**config.mk**
```make
export PLATFORM = sky130hd
export DESIGN_NAME = nvc_regs
export DESIGN_NICKNAME = d
export VERILOG_FILES = /design/src/logic/nvc_store.v /design/src/logic/nvc_shadow.v /design/src/logic/nvc_regs.v
export VERILOG_INCLUDE_DIRS = /design/src /design/src/logic
export SDC_FILE = /design/constraint.sdc
export NUM_CORES = 1
export LEC_CHECK = 0
export ABC_CLOCK_PERIOD_IN_PS = 11400
export BUFFER_PORTS_ARGS = -buffer_cell sky130_fd_sc_hd__buf_2
export CAP_MARGIN = 20
export CORE_ASPECT_RATIO = 0.75
export CORE_MARGIN = 2
export CORE_UTILIZATION = 35
export CTS_CLUSTER_SIZE = 25
export DETAILED_ROUTE_END_ITERATION = 8
export PLACE_DENSITY = 0.59
export SLEW_MARGIN = 20
export SYNTH_ARGS = -nofsm -noshare
export SYNTH_HDL_FRONTEND = slang
export SYNTH_SLANG_ARGS = --single-unit
```
**constraint.sdc**
```tcl
create_clock -name clk_sys -period 11.4 [get_ports clk_sys]
set_clock_uncertainty 0.05 [all_clocks]
set_input_delay 1.14 -clock clk_sys [delete_from_list [all_inputs] [get_ports clk_sys]]
set_output_delay 1.14 -clock clk_sys [all_outputs]
set_load 0.05 [all_outputs]
```
**src/logic/nvc_map.vh**
```
// register offsets, field positions, reset values and timing for nvc block
// assumes an 8-bit register index and 16-bit data words
`ifndef NVC_MAP_VH
`define NVC_MAP_VH
`define NVC_OFS_KEY 8'h31
`define NVC_OFS_READY 8'h32
`define NVC_OFS_LOC 8'h33
`define NVC_OFS_WDATA 8'h34
`define NVC_OFS_ACC_CTRL 8'h35
`define NVC_OFS_RDATA 8'h36
`define NVC_OFS_GAP1_LO 8'h37
`define NVC_OFS_GAP1_HI 8'h5f
`define NVC_OFS_INHIBIT 8'h60
`define NVC_OFS_GAP2_LO 8'h61
`define NVC_OFS_GAP2_HI 8'h8f
`define NVC_OFS_CFG1 8'h90
`define NVC_OFS_CUST_HI 8'h96
`define NVC_BIT_SHADOW 12
`define NVC_BIT_RESYNC 8
`define NVC_BIT_WRSEL 2
`define NVC_ACC_OFF 2'b00
`define NVC_ACC_SINGLE 2'b01
`define NVC_ACC_BULK 2'b10
`define NVC_ACC_MASK 16'h1107
`define NVC_BIT_INHIBIT 15
`define NVC_RST_WORD 16'h0000
`define NVC_KEY_VALUE 16'hc0de
`define NVC_NV_DEPTH 8
`define NVC_ACCESS_NS 1000
`define NVC_ACCESS_CYC ((`NVC_ACCESS_NS + 99) / 100)
`endif

```
**src/logic/nvc_store.v**
```verilog
// nonvolatile array model for customer space, one word per location
// assumes a single clock; write and read ports share the latency counter
`timescale 1ns/100ps
`default_nettype none
`include "nvc_map.vh"
module nvc_store #(
  parameter DEPTH = `NVC_NV_DEPTH,
  parameter LAT = `NVC_ACCESS_CYC
) (
  input wire clk_sys,
  input wire rst,
  input wire start,
  input wire wr,
  input wire [2:0] idx,
  input wire [15:0] wdata,
  output reg busy_r,
  output reg done_r,
  output reg [15:0] rdata_r,
  output wire [16*DEPTH-1:0] all_words
);
  // -----------------------------
  // storage and latency
  // -----------------------------
  reg [15:0] mem [0:DEPTH-1];
  reg [7:0] cnt_r;
  reg wr_r;
  reg [2:0] idx_r;
  reg [15:0] wdata_r;
  integer i;
  genvar g;
  generate
    for (g = 0; g < DEPTH; g = g + 1) begin : g_flat
      assign all_words[16*g +: 16] = mem[g];
    end
  endgenerate
  always @(posedge clk_sys or posedge rst) begin
    if (rst) begin
      busy_r <= 1'b0;
      done_r <= 1'b0;
      cnt_r <= 8'h00;
      wr_r <= 1'b0;
      idx_r <= 3'h0;
      wdata_r <= 16'h0000;
      rdata_r <= 16'h0000;
      for (i = 0; i < DEPTH; i = i + 1) begin
        mem[i] <= 16'h0000;
      end
    end else begin
      done_r <= 1'b0;
      if (!busy_r && start) begin
        busy_r <= 1'b1;
        cnt_r <= LAT[7:0];
        wr_r <= wr;
        idx_r <= idx;
        wdata_r <= wdata;
      end else if (busy_r) begin
        if (cnt_r <= 8'h01) begin
          busy_r <= 1'b0;
          done_r <= 1'b1;
          // model takes the full access time before data shows
          if (wr_r) begin
            mem[idx_r] <= wdata_r;
          end else begin
            rdata_r <= mem[idx_r];
          end
        end else begin
          cnt_r <= cnt_r - 8'h01;
        end
      end
    end
  end
endmodule // nvc_store
`default_nettype wire

```
**src/logic/nvc_shadow.v**
```verilog
// shadow copy of the first configuration word plus reload from nv
// assumes writes come from the register port on the same clock
`timescale 1ns/100ps
`default_nettype none
`include "nvc_map.vh"
module nvc_shadow (
  input wire clk_sys,
  input wire rst,
  input wire load_nv,
  input wire [15:0] nv_word,
  input wire host_wr,
  input wire [15:0] host_word,
  output reg [15:0] shadow_r
);
  // -----------------------------
  // shadow word
  // -----------------------------
  always @(posedge clk_sys or posedge rst) begin
    if (rst) begin
      shadow_r <= `NVC_RST_WORD;
    end else if (load_nv) begin
      // resync beats a same-cycle host write
      shadow_r <= nv_word;
    end else if (host_wr) begin
      shadow_r <= host_word;
    end
  end
endmodule // nvc_shadow
`default_nettype wire

```
**src/logic/nvc_regs.v**
```verilog
// register file for nonvolatile configuration access and motor inhibit
// assumes the serial slave presents a one-cycle strobe per word access
//
// How it works
// - shadow_select high runs from shadow, low from nonvolatile contents
// - while shadow_select is high, config reads return the shadow word
// - writing nv_resync 1 copies nonvolatile contents into the shadow
// - nv_write_select picks direction: 0 read, 1 write
// - nv_access_kind: 00 off, 01 single, 10 bulk; 11 never used
// - unused control bits read zero and are not stored
// - single_read_word holds the word from the latest single read
// - offsets 0x37 to 0x5F unimplemented, read zero
// - offsets 0x61 to 0x8F unimplemented, read zero
// - drive_inhibit at bit 15 of 0x60 stops motor control, no sleep
// - drive_inhibit is write-only; its register reads all zero
// - config word at 0x90 holds six fields, writable only while shadow_select is high, reset zero
// - access control register resets to all zeros
// - nv_ready_flag at bit 0 of 0x32 shows memory ready
// - single_access_location picks the nonvolatile location
// - single write stores single_write_word at that location
`timescale 1ns/100ps
`default_nettype none
`include "nvc_map.vh"
module nvc_regs #(
  parameter NV_DEPTH = `NVC_NV_DEPTH,
  parameter ACCESS_CYC = `NVC_ACCESS_CYC
) (
  input wire clk_sys,
  input wire rst,
  input wire reg_wr,
  input wire reg_rd,
  input wire [7:0] reg_addr,
  input wire [15:0] reg_wdata,
  output reg [15:0] reg_rdata_r,
  output reg drive_inhibit_r,
  output reg shadow_active_r,
  output reg [1:0] dither_setting_r,
  output reg [1:0] tach_openloop_select_r,
  output reg [3:0] tach_divider_r,
  output reg cycle_adjust_select_r,
  output reg [2:0] winding_res_shift_r,
  output reg [3:0] winding_res_mantissa_r
);
  // -----------------------------
  // control and data registers
  // -----------------------------
  reg [15:0] key_r;
  reg [7:0] loc_r;
  reg [15:0] wword_r;
  reg shadow_select_r;
  reg nv_write_select_r;
  reg [1:0] nv_access_kind_r;
  reg [15:0] rword_r;
  reg resync_r;
  reg pend_r;
  reg bulk_pend_r;
  reg [2:0] bulk_idx_r;
  reg bulk_run_r;
  reg [15:0] rdata_nxt;
  reg [15:0] cfg_nxt;
  wire key_ok;
  wire in_cust;
  wire wr_acc;
  wire wr_cfg;
  wire st_busy;
  wire st_done;
  wire [15:0] st_rdata;
  wire [16*NV_DEPTH-1:0] nv_words;
  wire [15:0] shadow_word;
  wire [15:0] nv_cfg;
  wire st_start;
  wire st_wr;
  wire [2:0] st_idx;
  wire [15:0] st_wdata;

  assign key_ok = (key_r == `NVC_KEY_VALUE);
  assign in_cust = (loc_r >= `NVC_OFS_CFG1) && (loc_r <= `NVC_OFS_CUST_HI);
  assign wr_acc = reg_wr && (reg_addr == `NVC_OFS_ACC_CTRL);
  assign wr_cfg = reg_wr && (reg_addr == `NVC_OFS_CFG1);
  assign nv_cfg = nv_words[15:0];

  // -----------------------------
  // access sequencing
  // -----------------------------
  // bulk walks every location, writing the shadow word at each index when nv_write_select is 1
  assign st_start = (pend_r || bulk_run_r) && !st_busy && !st_done;
  assign st_wr = bulk_run_r ? nv_write_select_r : nv_write_select_r;
  assign st_idx = bulk_run_r ? bulk_idx_r : loc_r[2:0];
  assign st_wdata = bulk_run_r ? shadow_word : wword_r;

  nvc_store #(
    .DEPTH(NV_DEPTH),
    .LAT(ACCESS_CYC)
  ) u_store (
    .clk_sys(clk_sys),
    .rst(rst),
    .start(st_start),
    .wr(st_wr),
    .idx(st_idx),
    .wdata(st_wdata),
    .busy_r(st_busy),
    .done_r(st_done),
    .rdata_r(st_rdata),
    .all_words(nv_words)
  );

  nvc_shadow u_shadow (
    .clk_sys(clk_sys),
    .rst(rst),
    .load_nv(resync_r),
    .nv_word(nv_cfg),
    .host_wr(wr_cfg && shadow_select_r),
    .host_word(reg_wdata),
    .shadow_r(shadow_word)
  );

  always @(posedge clk_sys or posedge rst) begin
    if (rst) begin
      key_r <= `NVC_RST_WORD;
      loc_r <= 8'h00;
      wword_r <= `NVC_RST_WORD;
      shadow_select_r <= 1'b0;
      nv_write_select_r <= 1'b0;
      nv_access_kind_r <= `NVC_ACC_OFF;
      resync_r <= 1'b0;
      pend_r <= 1'b0;
      bulk_pend_r <= 1'b0;
      bulk_idx_r <= 3'h0;
      bulk_run_r <= 1'b0;
      rword_r <= `NVC_RST_WORD;
      drive_inhibit_r <= 1'b0;
    end else begin
      resync_r <= 1'b0;
      if (reg_wr && reg_addr == `NVC_OFS_KEY) begin
        key_r <= reg_wdata;
      end
      if (reg_wr && reg_addr == `NVC_OFS_LOC) begin
        loc_r <= reg_wdata[7:0];
      end
      if (reg_wr && reg_addr == `NVC_OFS_WDATA) begin
        wword_r <= reg_wdata;
      end
      if (reg_wr && reg_addr == `NVC_OFS_INHIBIT) begin
        drive_inhibit_r <= reg_wdata[`NVC_BIT_INHIBIT];
      end
      if (wr_acc) begin
        // reserved bits are dropped, not stored
        shadow_select_r <= reg_wdata[`NVC_BIT_SHADOW];
        nv_write_select_r <= reg_wdata[`NVC_BIT_WRSEL];
        // the unused code 11 is held off rather than trusted
        nv_access_kind_r <= (reg_wdata[1:0] == 2'b11) ?
          `NVC_ACC_OFF : reg_wdata[1:0];
        resync_r <= reg_wdata[`NVC_BIT_RESYNC];
        if (reg_wdata[1:0] == `NVC_ACC_SINGLE && key_ok && in_cust &&
            !st_busy && !pend_r && !bulk_run_r) begin
          pend_r <= 1'b1;
        end
        if (reg_wdata[1:0] == `NVC_ACC_BULK && key_ok &&
            !st_busy && !pend_r && !bulk_run_r) begin
          bulk_pend_r <= 1'b1;
        end
      end
      if (bulk_pend_r) begin
        bulk_pend_r <= 1'b0;
        bulk_run_r <= 1'b1;
        bulk_idx_r <= 3'h0;
      end
      if (st_start) begin
        pend_r <= 1'b0;
      end
      if (st_done && !bulk_run_r && !nv_write_select_r) begin
        rword_r <= st_rdata;
      end
      if (st_done && bulk_run_r) begin
        if (bulk_idx_r == NV_DEPTH[2:0] - 3'h1) begin
          bulk_run_r <= 1'b0;
        end else begin
          bulk_idx_r <= bulk_idx_r + 3'h1;
        end
      end
    end
  end

  // -----------------------------
  // operating config and read mux
  // -----------------------------
  always @* begin
    cfg_nxt = shadow_select_r ? shadow_word : nv_cfg;
    rdata_nxt = 16'h0000;
    case (reg_addr)
      `NVC_OFS_KEY: rdata_nxt = key_r;
      `NVC_OFS_READY: rdata_nxt = {15'h0000,
        !(st_busy || pend_r || bulk_run_r || bulk_pend_r)};
      `NVC_OFS_LOC: rdata_nxt = {8'h00, loc_r};
      `NVC_OFS_WDATA: rdata_nxt = wword_r;
      `NVC_OFS_ACC_CTRL: rdata_nxt = {3'h0, shadow_select_r, 3'h0, 1'b0,
        5'h00, nv_write_select_r, nv_access_kind_r};
      `NVC_OFS_RDATA: rdata_nxt = rword_r;
      `NVC_OFS_INHIBIT: rdata_nxt = 16'h0000;
      `NVC_OFS_CFG1: rdata_nxt = cfg_nxt;
      default: rdata_nxt = 16'h0000;
    endcase
  end

  always @(posedge clk_sys or posedge rst) begin
    if (rst) begin
      reg_rdata_r <= 16'h0000;
      shadow_active_r <= 1'b0;
      dither_setting_r <= 2'b00;
      tach_openloop_select_r <= 2'b00;
      tach_divider_r <= 4'h0;
      cycle_adjust_select_r <= 1'b0;
      winding_res_shift_r <= 3'h0;
      winding_res_mantissa_r <= 4'h0;
    end else begin
      if (reg_rd) begin
        reg_rdata_r <= rdata_nxt;
      end
      shadow_active_r <= shadow_select_r;
      dither_setting_r <= cfg_nxt[15:14];
      tach_openloop_select_r <= cfg_nxt[13:12];
      tach_divider_r <= cfg_nxt[11:8];
      cycle_adjust_select_r <= cfg_nxt[7];
      winding_res_shift_r <= cfg_nxt[6:4];
      winding_res_mantissa_r <= cfg_nxt[3:0];
    end
  end
endmodule // nvc_regs
`default_nettype wire

```
# == Word-level counts from Yosys, hierarchy flattened ==
# Cells that the tools add are included.
# word_totals
register_bits,291
input_bits,28
out_inout_bits,34
word_cells,138
# op_classes
n_addsub,2
n_lt_le_gt_ge,5
n_eq_ne,14
muxes,35
bitwise,3
n_reduce_logical,42
# op_table
op,n
bitwise mux 128 bit,1
two-way mux 16 bit,7
one-hot mux 16 bit (7 select lines),1
binary-select mux 16 bit (select 3 bit),1
demux 16 bit (select 3 bit),1
== test 8 x 6 -> 1 bit (second input constant),6
logical AND 1 bit,24
two-way mux 8 bit,3
== test 16 bit (second input constant),1
two-way mux 1 bit,16
two-way mux 3 bit,4
== test 8 x 7 -> 1 bit (second input constant),1
== test 8 bit (second input constant),1
>= comparator 8 bit (second input constant),1
less-or-equal comparator 8 x 1 -> 1 bit (second input constant),1
less-or-equal comparator 8 bit (second input constant),1
AND reduction 4 bit,2
nonzero test 2 bit,4
subtractor 8 x 1 -> 8 bit (second input constant),1
logical NOT 1 bit,6
== test 2 bit (second input constant),2
>= comparator 4 bit (second input constant),1
logical OR 1 bit,4
< comparator 4 x 1 -> 1 bit (second input constant),1
8 further kinds,10

# == Longest topological paths before layout ==
# logic_depth
ltp_word,9
ltp_mapped,9
mapped_depth_nobuf,7

# == Cells and area by module ==
# From an unflattened synthesis, not the netlist that was laid out.
# unflattened
hier_cells,1050
hier_area_um2,13384.1
# by_module_without_submodules
module,n_inst,cells_each,area_each_um2,seq_area_each_um2
nvc_store,1,597,7681.1,4354.2
nvc_regs,1,383,4954.8,2527.4
nvc_shadow,1,70,748.2,400.4

# == Worst setup path after synthesis ==
# No wires, ideal clock.
# synth_timing
path_type,input to register
start,in reg_addr[1]
end,reg key_r[10]
t_arrival_ns,2.675
required_time_ns,11.225
slack_ns,8.550
cell_stages,8
n_path_buf,4
cell_sequence,clkbuf_1 -> nor2b_1 -> clkbuf_1 -> and3_1 -> buf_2 -> nand2_1 -> buf_2 -> mux2_2
# synth_between
elab_chain_cells,2
# synth_rtl
element,line,source
from (decl),nvc_regs.v:32,"input wire [7:0] reg_addr,"
== test 8 x 6 -> 1 bit,--,
logical AND 1 bit (no line),--,
to (signal assigned),nvc_regs.v:119,key_r <= `NVC_RST_WORD;
to (signal assigned),nvc_regs.v:135,key_r <= reg_wdata;
to (decl),nvc_regs.v:47,reg [15:0] key_r;
# Every way passes these cells.
# A chain may end at the register's enable or synchronous reset.

# == Worst setup path after layout ==
# layout_timing
start,in reg_addr[1]
end,reg reg_rdata_r[10]
# layout_between
elab_chain_cells,2
word_cells_on_any_way,8
cone_classes,eq/ne (7); mux (1)
# layout_rtl
element,line,source
== test 8 bit / == test 8 x 6 -> 1 bit (equally long branches),nvc_regs.v:190,case (reg_addr)
one-hot mux 16 bit (7 select lines) (*),nvc_regs.v:190,
to (signal assigned),nvc_regs.v:217,reg_rdata_r <= rdata_nxt;
to (decl),nvc_regs.v:34,"output reg [15:0] reg_rdata_r,"
# Mark *: on every way between the ends. The rest lies on a longest branch, timed or not.

==> tab_implementation.tex <==
\begin{tabular}{lr}
\hline
Metric & Value \\
\hline
\multicolumn{2}{l}{\textbf{STA}} \\
Highest attainable clock frequency & around 320 MHz \\
Tightest hold margin & 0.443 ns \\
Actual slew at the worst max-slew pin & roughly 1.1 ns \\
Time the final worst path needs with I/O delays and setup & about 3.1 ns \\
Slew Limit Fails & 0 \\
Setup repair after global routing missed its margin & false \\
Worst slew margin & 0.285 \\
Final setup violation count & 0 \\
Post-Route Setup TNS & 0 ns \\
Fin crit share & 0.275 \\
Endpoints failing hold & 0 \\
\multicolumn{2}{l}{\textbf{Routing}} \\
Detail Route met3 WL & between 1000 and 1500 µm \\
Met1 WL & 16,600 µm \\
Total via count in the routed design & between 8,000 and 9,000 \\
Count of unresolved DRC violations after routing & 0 \\
Count of routing violations after the opening detailed-route iteration & 547 \\
Number of nets with antenna violations after detailed routing & 0 \\
First-pass iteration count of the detailed router & 6 \\
Routed wire length per instance & 20.9 µm \\
Final wirelength & around 32,000 µm \\
Average via count per standard cell & approximately 5.3 \\
DR top layer & met4 \\
Metal2 WL & 14,000 µm \\
\multicolumn{2}{l}{\textbf{Clock network}} \\
Max Buffers Root-to-Sink & 3 \\
Clk slew on worst S/H paths & about 0.06 ns \\
Sink Count & slightly below 300 \\
Clock network latency to the later pin of the worst-skew pair & between 0.5 and 0.6 ns \\
TritonCTS Buffers & 28 \\
Number of hold buffers added after cts & 0 \\
CTS H-Tree Depth & 1 \\
Number of buffers added for setup after CTS & 0 \\
Clock tree root buffer cell & clkbuf\_16 \\
Cts repair resizes & 0 \\
CTS tree & yes \\
\multicolumn{2}{l}{\textbf{Critical path}} \\
Slowest cell delay on critical path & 0.77 ns \\
Type of element launching the critical path & input port \\
Worst path slowest cell & and2\_1 \\
CP arrival & between 3 and 4 ns \\
Maximum fanout along the worst path & 26 \\
Critical path class & in -> reg \\
CP cell instances & buf\_2 -> nor4\_1 -> and2\_1 -> o21ai\_1 -> buf\_4 -> o22ai\_1 \\
Crit path required time & around 12 ns \\
Endpoint type of the worst setup path & flop \\
Bufs and invs on worst path & 2 \\
Gate family responsible for the most delay along the worst path & simple AND/OR/NAND/NOR gates \\
\multicolumn{2}{l}{\textbf{Yosys}} \\
EDFF count, synth & 0 \\
Predominant post-synthesis flop cell & dfrtp\_1 \\
Fraction of registers with async set or reset after synthesis & 1.00 \\
Yosys synthesis warning count & 0 \\
Seq cells post-synth & about 290 \\
Mean area per synthesized cell & about 13 µm² \\
Count of distinct cell types in the synthesized netlist & 53 \\
Synth Net Count & 1,001 \\
Mapped Cells & between 900 and 1,000 \\
Seq/Total Area, Yosys & 0.557 \\
Synthesized cell area & 13,100 µm² \\
\multicolumn{2}{l}{\textbf{Layout}} \\
Fraction of layout cells with a size suffix above 1 & 0.347 \\
Net total in the final layout & roughly 1,100 \\
Summed area of non-filler cells in the final layout & $\sim$15,000 µm² \\
Final antenna diode count & 0 \\
Syn-to-layout area delta & 13.5\% \\
\multicolumn{2}{l}{\textbf{Place}} \\
GP Congestion & 0.824 \\
Final HPWL DP & around 21,000 µm \\
Port bufs & $\sim$60 \\
Dpl cell area & 13,800 µm² \\
\multicolumn{2}{l}{\textbf{Hold path}} \\
Tightest Hold Check Type & reg -> reg \\
\multicolumn{2}{l}{\textbf{GRT}} \\
Initial antenna violation count & 0 \\
Maximum number of pins on one net before global-route repair & 136 \\
Vias in the first global route & 8,358 \\
First-pass GRT wire length & 50,300 µm \\
Total routing usage reported by global routing & 0.167 \\
Grt total ovfl & 0 \\
\multicolumn{2}{l}{\textbf{Floorplanning}} \\
\# IOs & slightly above 60 \\
Cell Rows & between 60 and 70 \\
Die Span X & 227 µm \\
Vertical die dimension & between 150 and 200 µm \\
Area of the core region & roughly 37,000 µm² \\
DIE AREA & approximately 40,000 µm² \\
Initial core utilization & 0.354 \\
\multicolumn{2}{l}{\textbf{Run}} \\
Max Cap Viol & 0 \\
\multicolumn{2}{l}{\textbf{Power}} \\
PwrDens & roughly 140 nW/µm² \\
Static power due to leakage & between 7 and 8 nW \\
Largest voltage drop on the vdd net & around 140 µV \\
\multicolumn{2}{l}{\textbf{Outcome}} \\
Run status & finished, final reports clean \\
\hline
\end{tabular}
==> power by group <==
group,switching (W),internal (W),total [W]
logic,0.0000407,0.0000189,0.0000596
clock network,0.000404,0.000563,0.000967
registers,0.00000953,0.00104,0.00105
==> state kept, by name, summed over array words and instances (netlist names), 3 cells and up <==
| signal | count |
|---|---|
| bulk_idx_r | 3 |
| key_r | 16 |
| loc_r | 8 |
| reg_rdata_r | 16 |
| rword_r | 16 |
| tach_divider_r | 4 |
| u_shadow.shadow_r | 16 |
| u_store.all_words | 128 |
| u_store.cnt_r | 8 |
| u_store.idx_r | 3 |
| u_store.rdata_r | 16 |
| u_store.wdata_r | 16 |
| winding_res_mantissa_r | 4 |
| winding_res_shift_r | 3 |
| wword_r | 16 |
==> cell families (layout without fill, tap and decap cells) <==
group,count (synthesis),in the layout,synth area share
buffers and inverters,80,149,0.0290
AO/OA/AOI/OAI,159,159,0.0838
multiplexers,269,269,0.251
flip-flops,291,291,0.557
XOR/XNOR,6,6,0.00402
adder cells (fa/ha/maj),4,4,0.00383
AND/OR/NAND/NOR,160,160,0.0706
==> final cells by class <==
type	instances	area [µm²]
Tap cell	504	631
Fill cell	3527	22100
Timing Repair Buffer	78	457
Inverter	22	90.1
Clock buffer	39	812
Sequential cell	291	7280
Clock inverter	10	136
Multi-Input combinational cell	598	5410
==> metrics by stage <==
stage | util | instances | setup WS (ns) | total power (W)
6_report | 0.401 | 1542 | 8.27 | 0.00208
5_1_grt | 0.401 | 1542 | 8.18 | 0.00215
4_1_cts | 0.400 | 1541 | 8.34 | 0.00210
3_5_place_dp | 0.375 | 1492 | 7.82 | 0.00113
3_3_place_gp | 0.375 | 1492 | 7.96 | 0.00113
2_1_floorplan | - | 969 | 2.18 | 0.00111
==> cell usage in the layout (no fill, tap or decap), types with 6 or more instances in the layout <==
| master | netlist | layout |
|---|---|---|
| nand4_1 | 16 | 16 |
| clkbuf_16 | 0 | 28 |
| mux2i_1 | 38 | 38 |
| nand3b_1 | 7 | 7 |
| dfrtp_1 | 291 | 291 |
| clkinv_2 | 0 | 6 |
| buf_2 | 5 | 61 |
| a221oi_1 | 7 | 7 |
| a222oi_1 | 6 | 6 |
| mux2_4 | 80 | 80 |
| nand2_1 | 62 | 62 |
| clkbuf_8 | 0 | 7 |
| and3_1 | 7 | 7 |
| mux2_1 | 13 | 13 |
| nor3_1 | 6 | 6 |
| nand2_4 | 8 | 8 |
| xnor2_1 | 6 | 6 |
| a22o_1 | 6 | 6 |
| inv_1 | 22 | 21 |
| o21ai_0 | 43 | 43 |
| mux2_2 | 138 | 138 |
| nor4_1 | 6 | 6 |
| nor2_1 | 15 | 15 |
| a22oi_1 | 67 | 67 |
| o22ai_1 | 16 | 16 |
| buf_4 | 1 | 15 |
==> Yosys cell counts (13+ instances only) <==
cell type / count / share of area
nand4_1: 16 / 0.0077
o21ai_0: 43 / 0.016
a22oi_1: 67 / 0.039
nand2_1: 62 / 0.018
inv_1: 22 / 0.0063
mux2_1: 13 / 0.011
mux2_2: 138 / 0.12
o22ai_1: 16 / 0.0077
dfrtp_1: 291 / 0.56
clkbuf_1: 39 / 0.011
mux2_4: 80 / 0.092
nor2_1: 15 / 0.0043
mux2i_1: 38 / 0.029
==> per-layer routing <==
layer	global-route usage	vias up
met3	0.0273	33
met4	0.0261	0
met2	0.248	156
met5	0	-
met1	0.259	4270
li1	-	3663
==> worst reg2reg max path, delay by kind of cell (launching register included) <==
kind	cells	cell delay [ns]
flops	1	0.40
mux	1	0.45
simple gates	4	1.90
==> final timing paths <==
path,from,to,slack (ns),cells past startpoint
max in group asynchronous,rst,winding_res_shift_r[1],9.25,3
min reg2reg,u_store.all_words[90],u_store.all_words[90],0.44,1
min,u_store.all_words[90],u_store.all_words[90],0.44,1
min in group asynchronous,rst,u_store.all_words[29],0.73,2
max,reg_addr[1],reg_rdata_r[10],8.27,6
max reg2reg,u_store.cnt_r[3],u_store.all_words[95],8.49,5
Note: power is estimated with default switching activity, not from simulation.
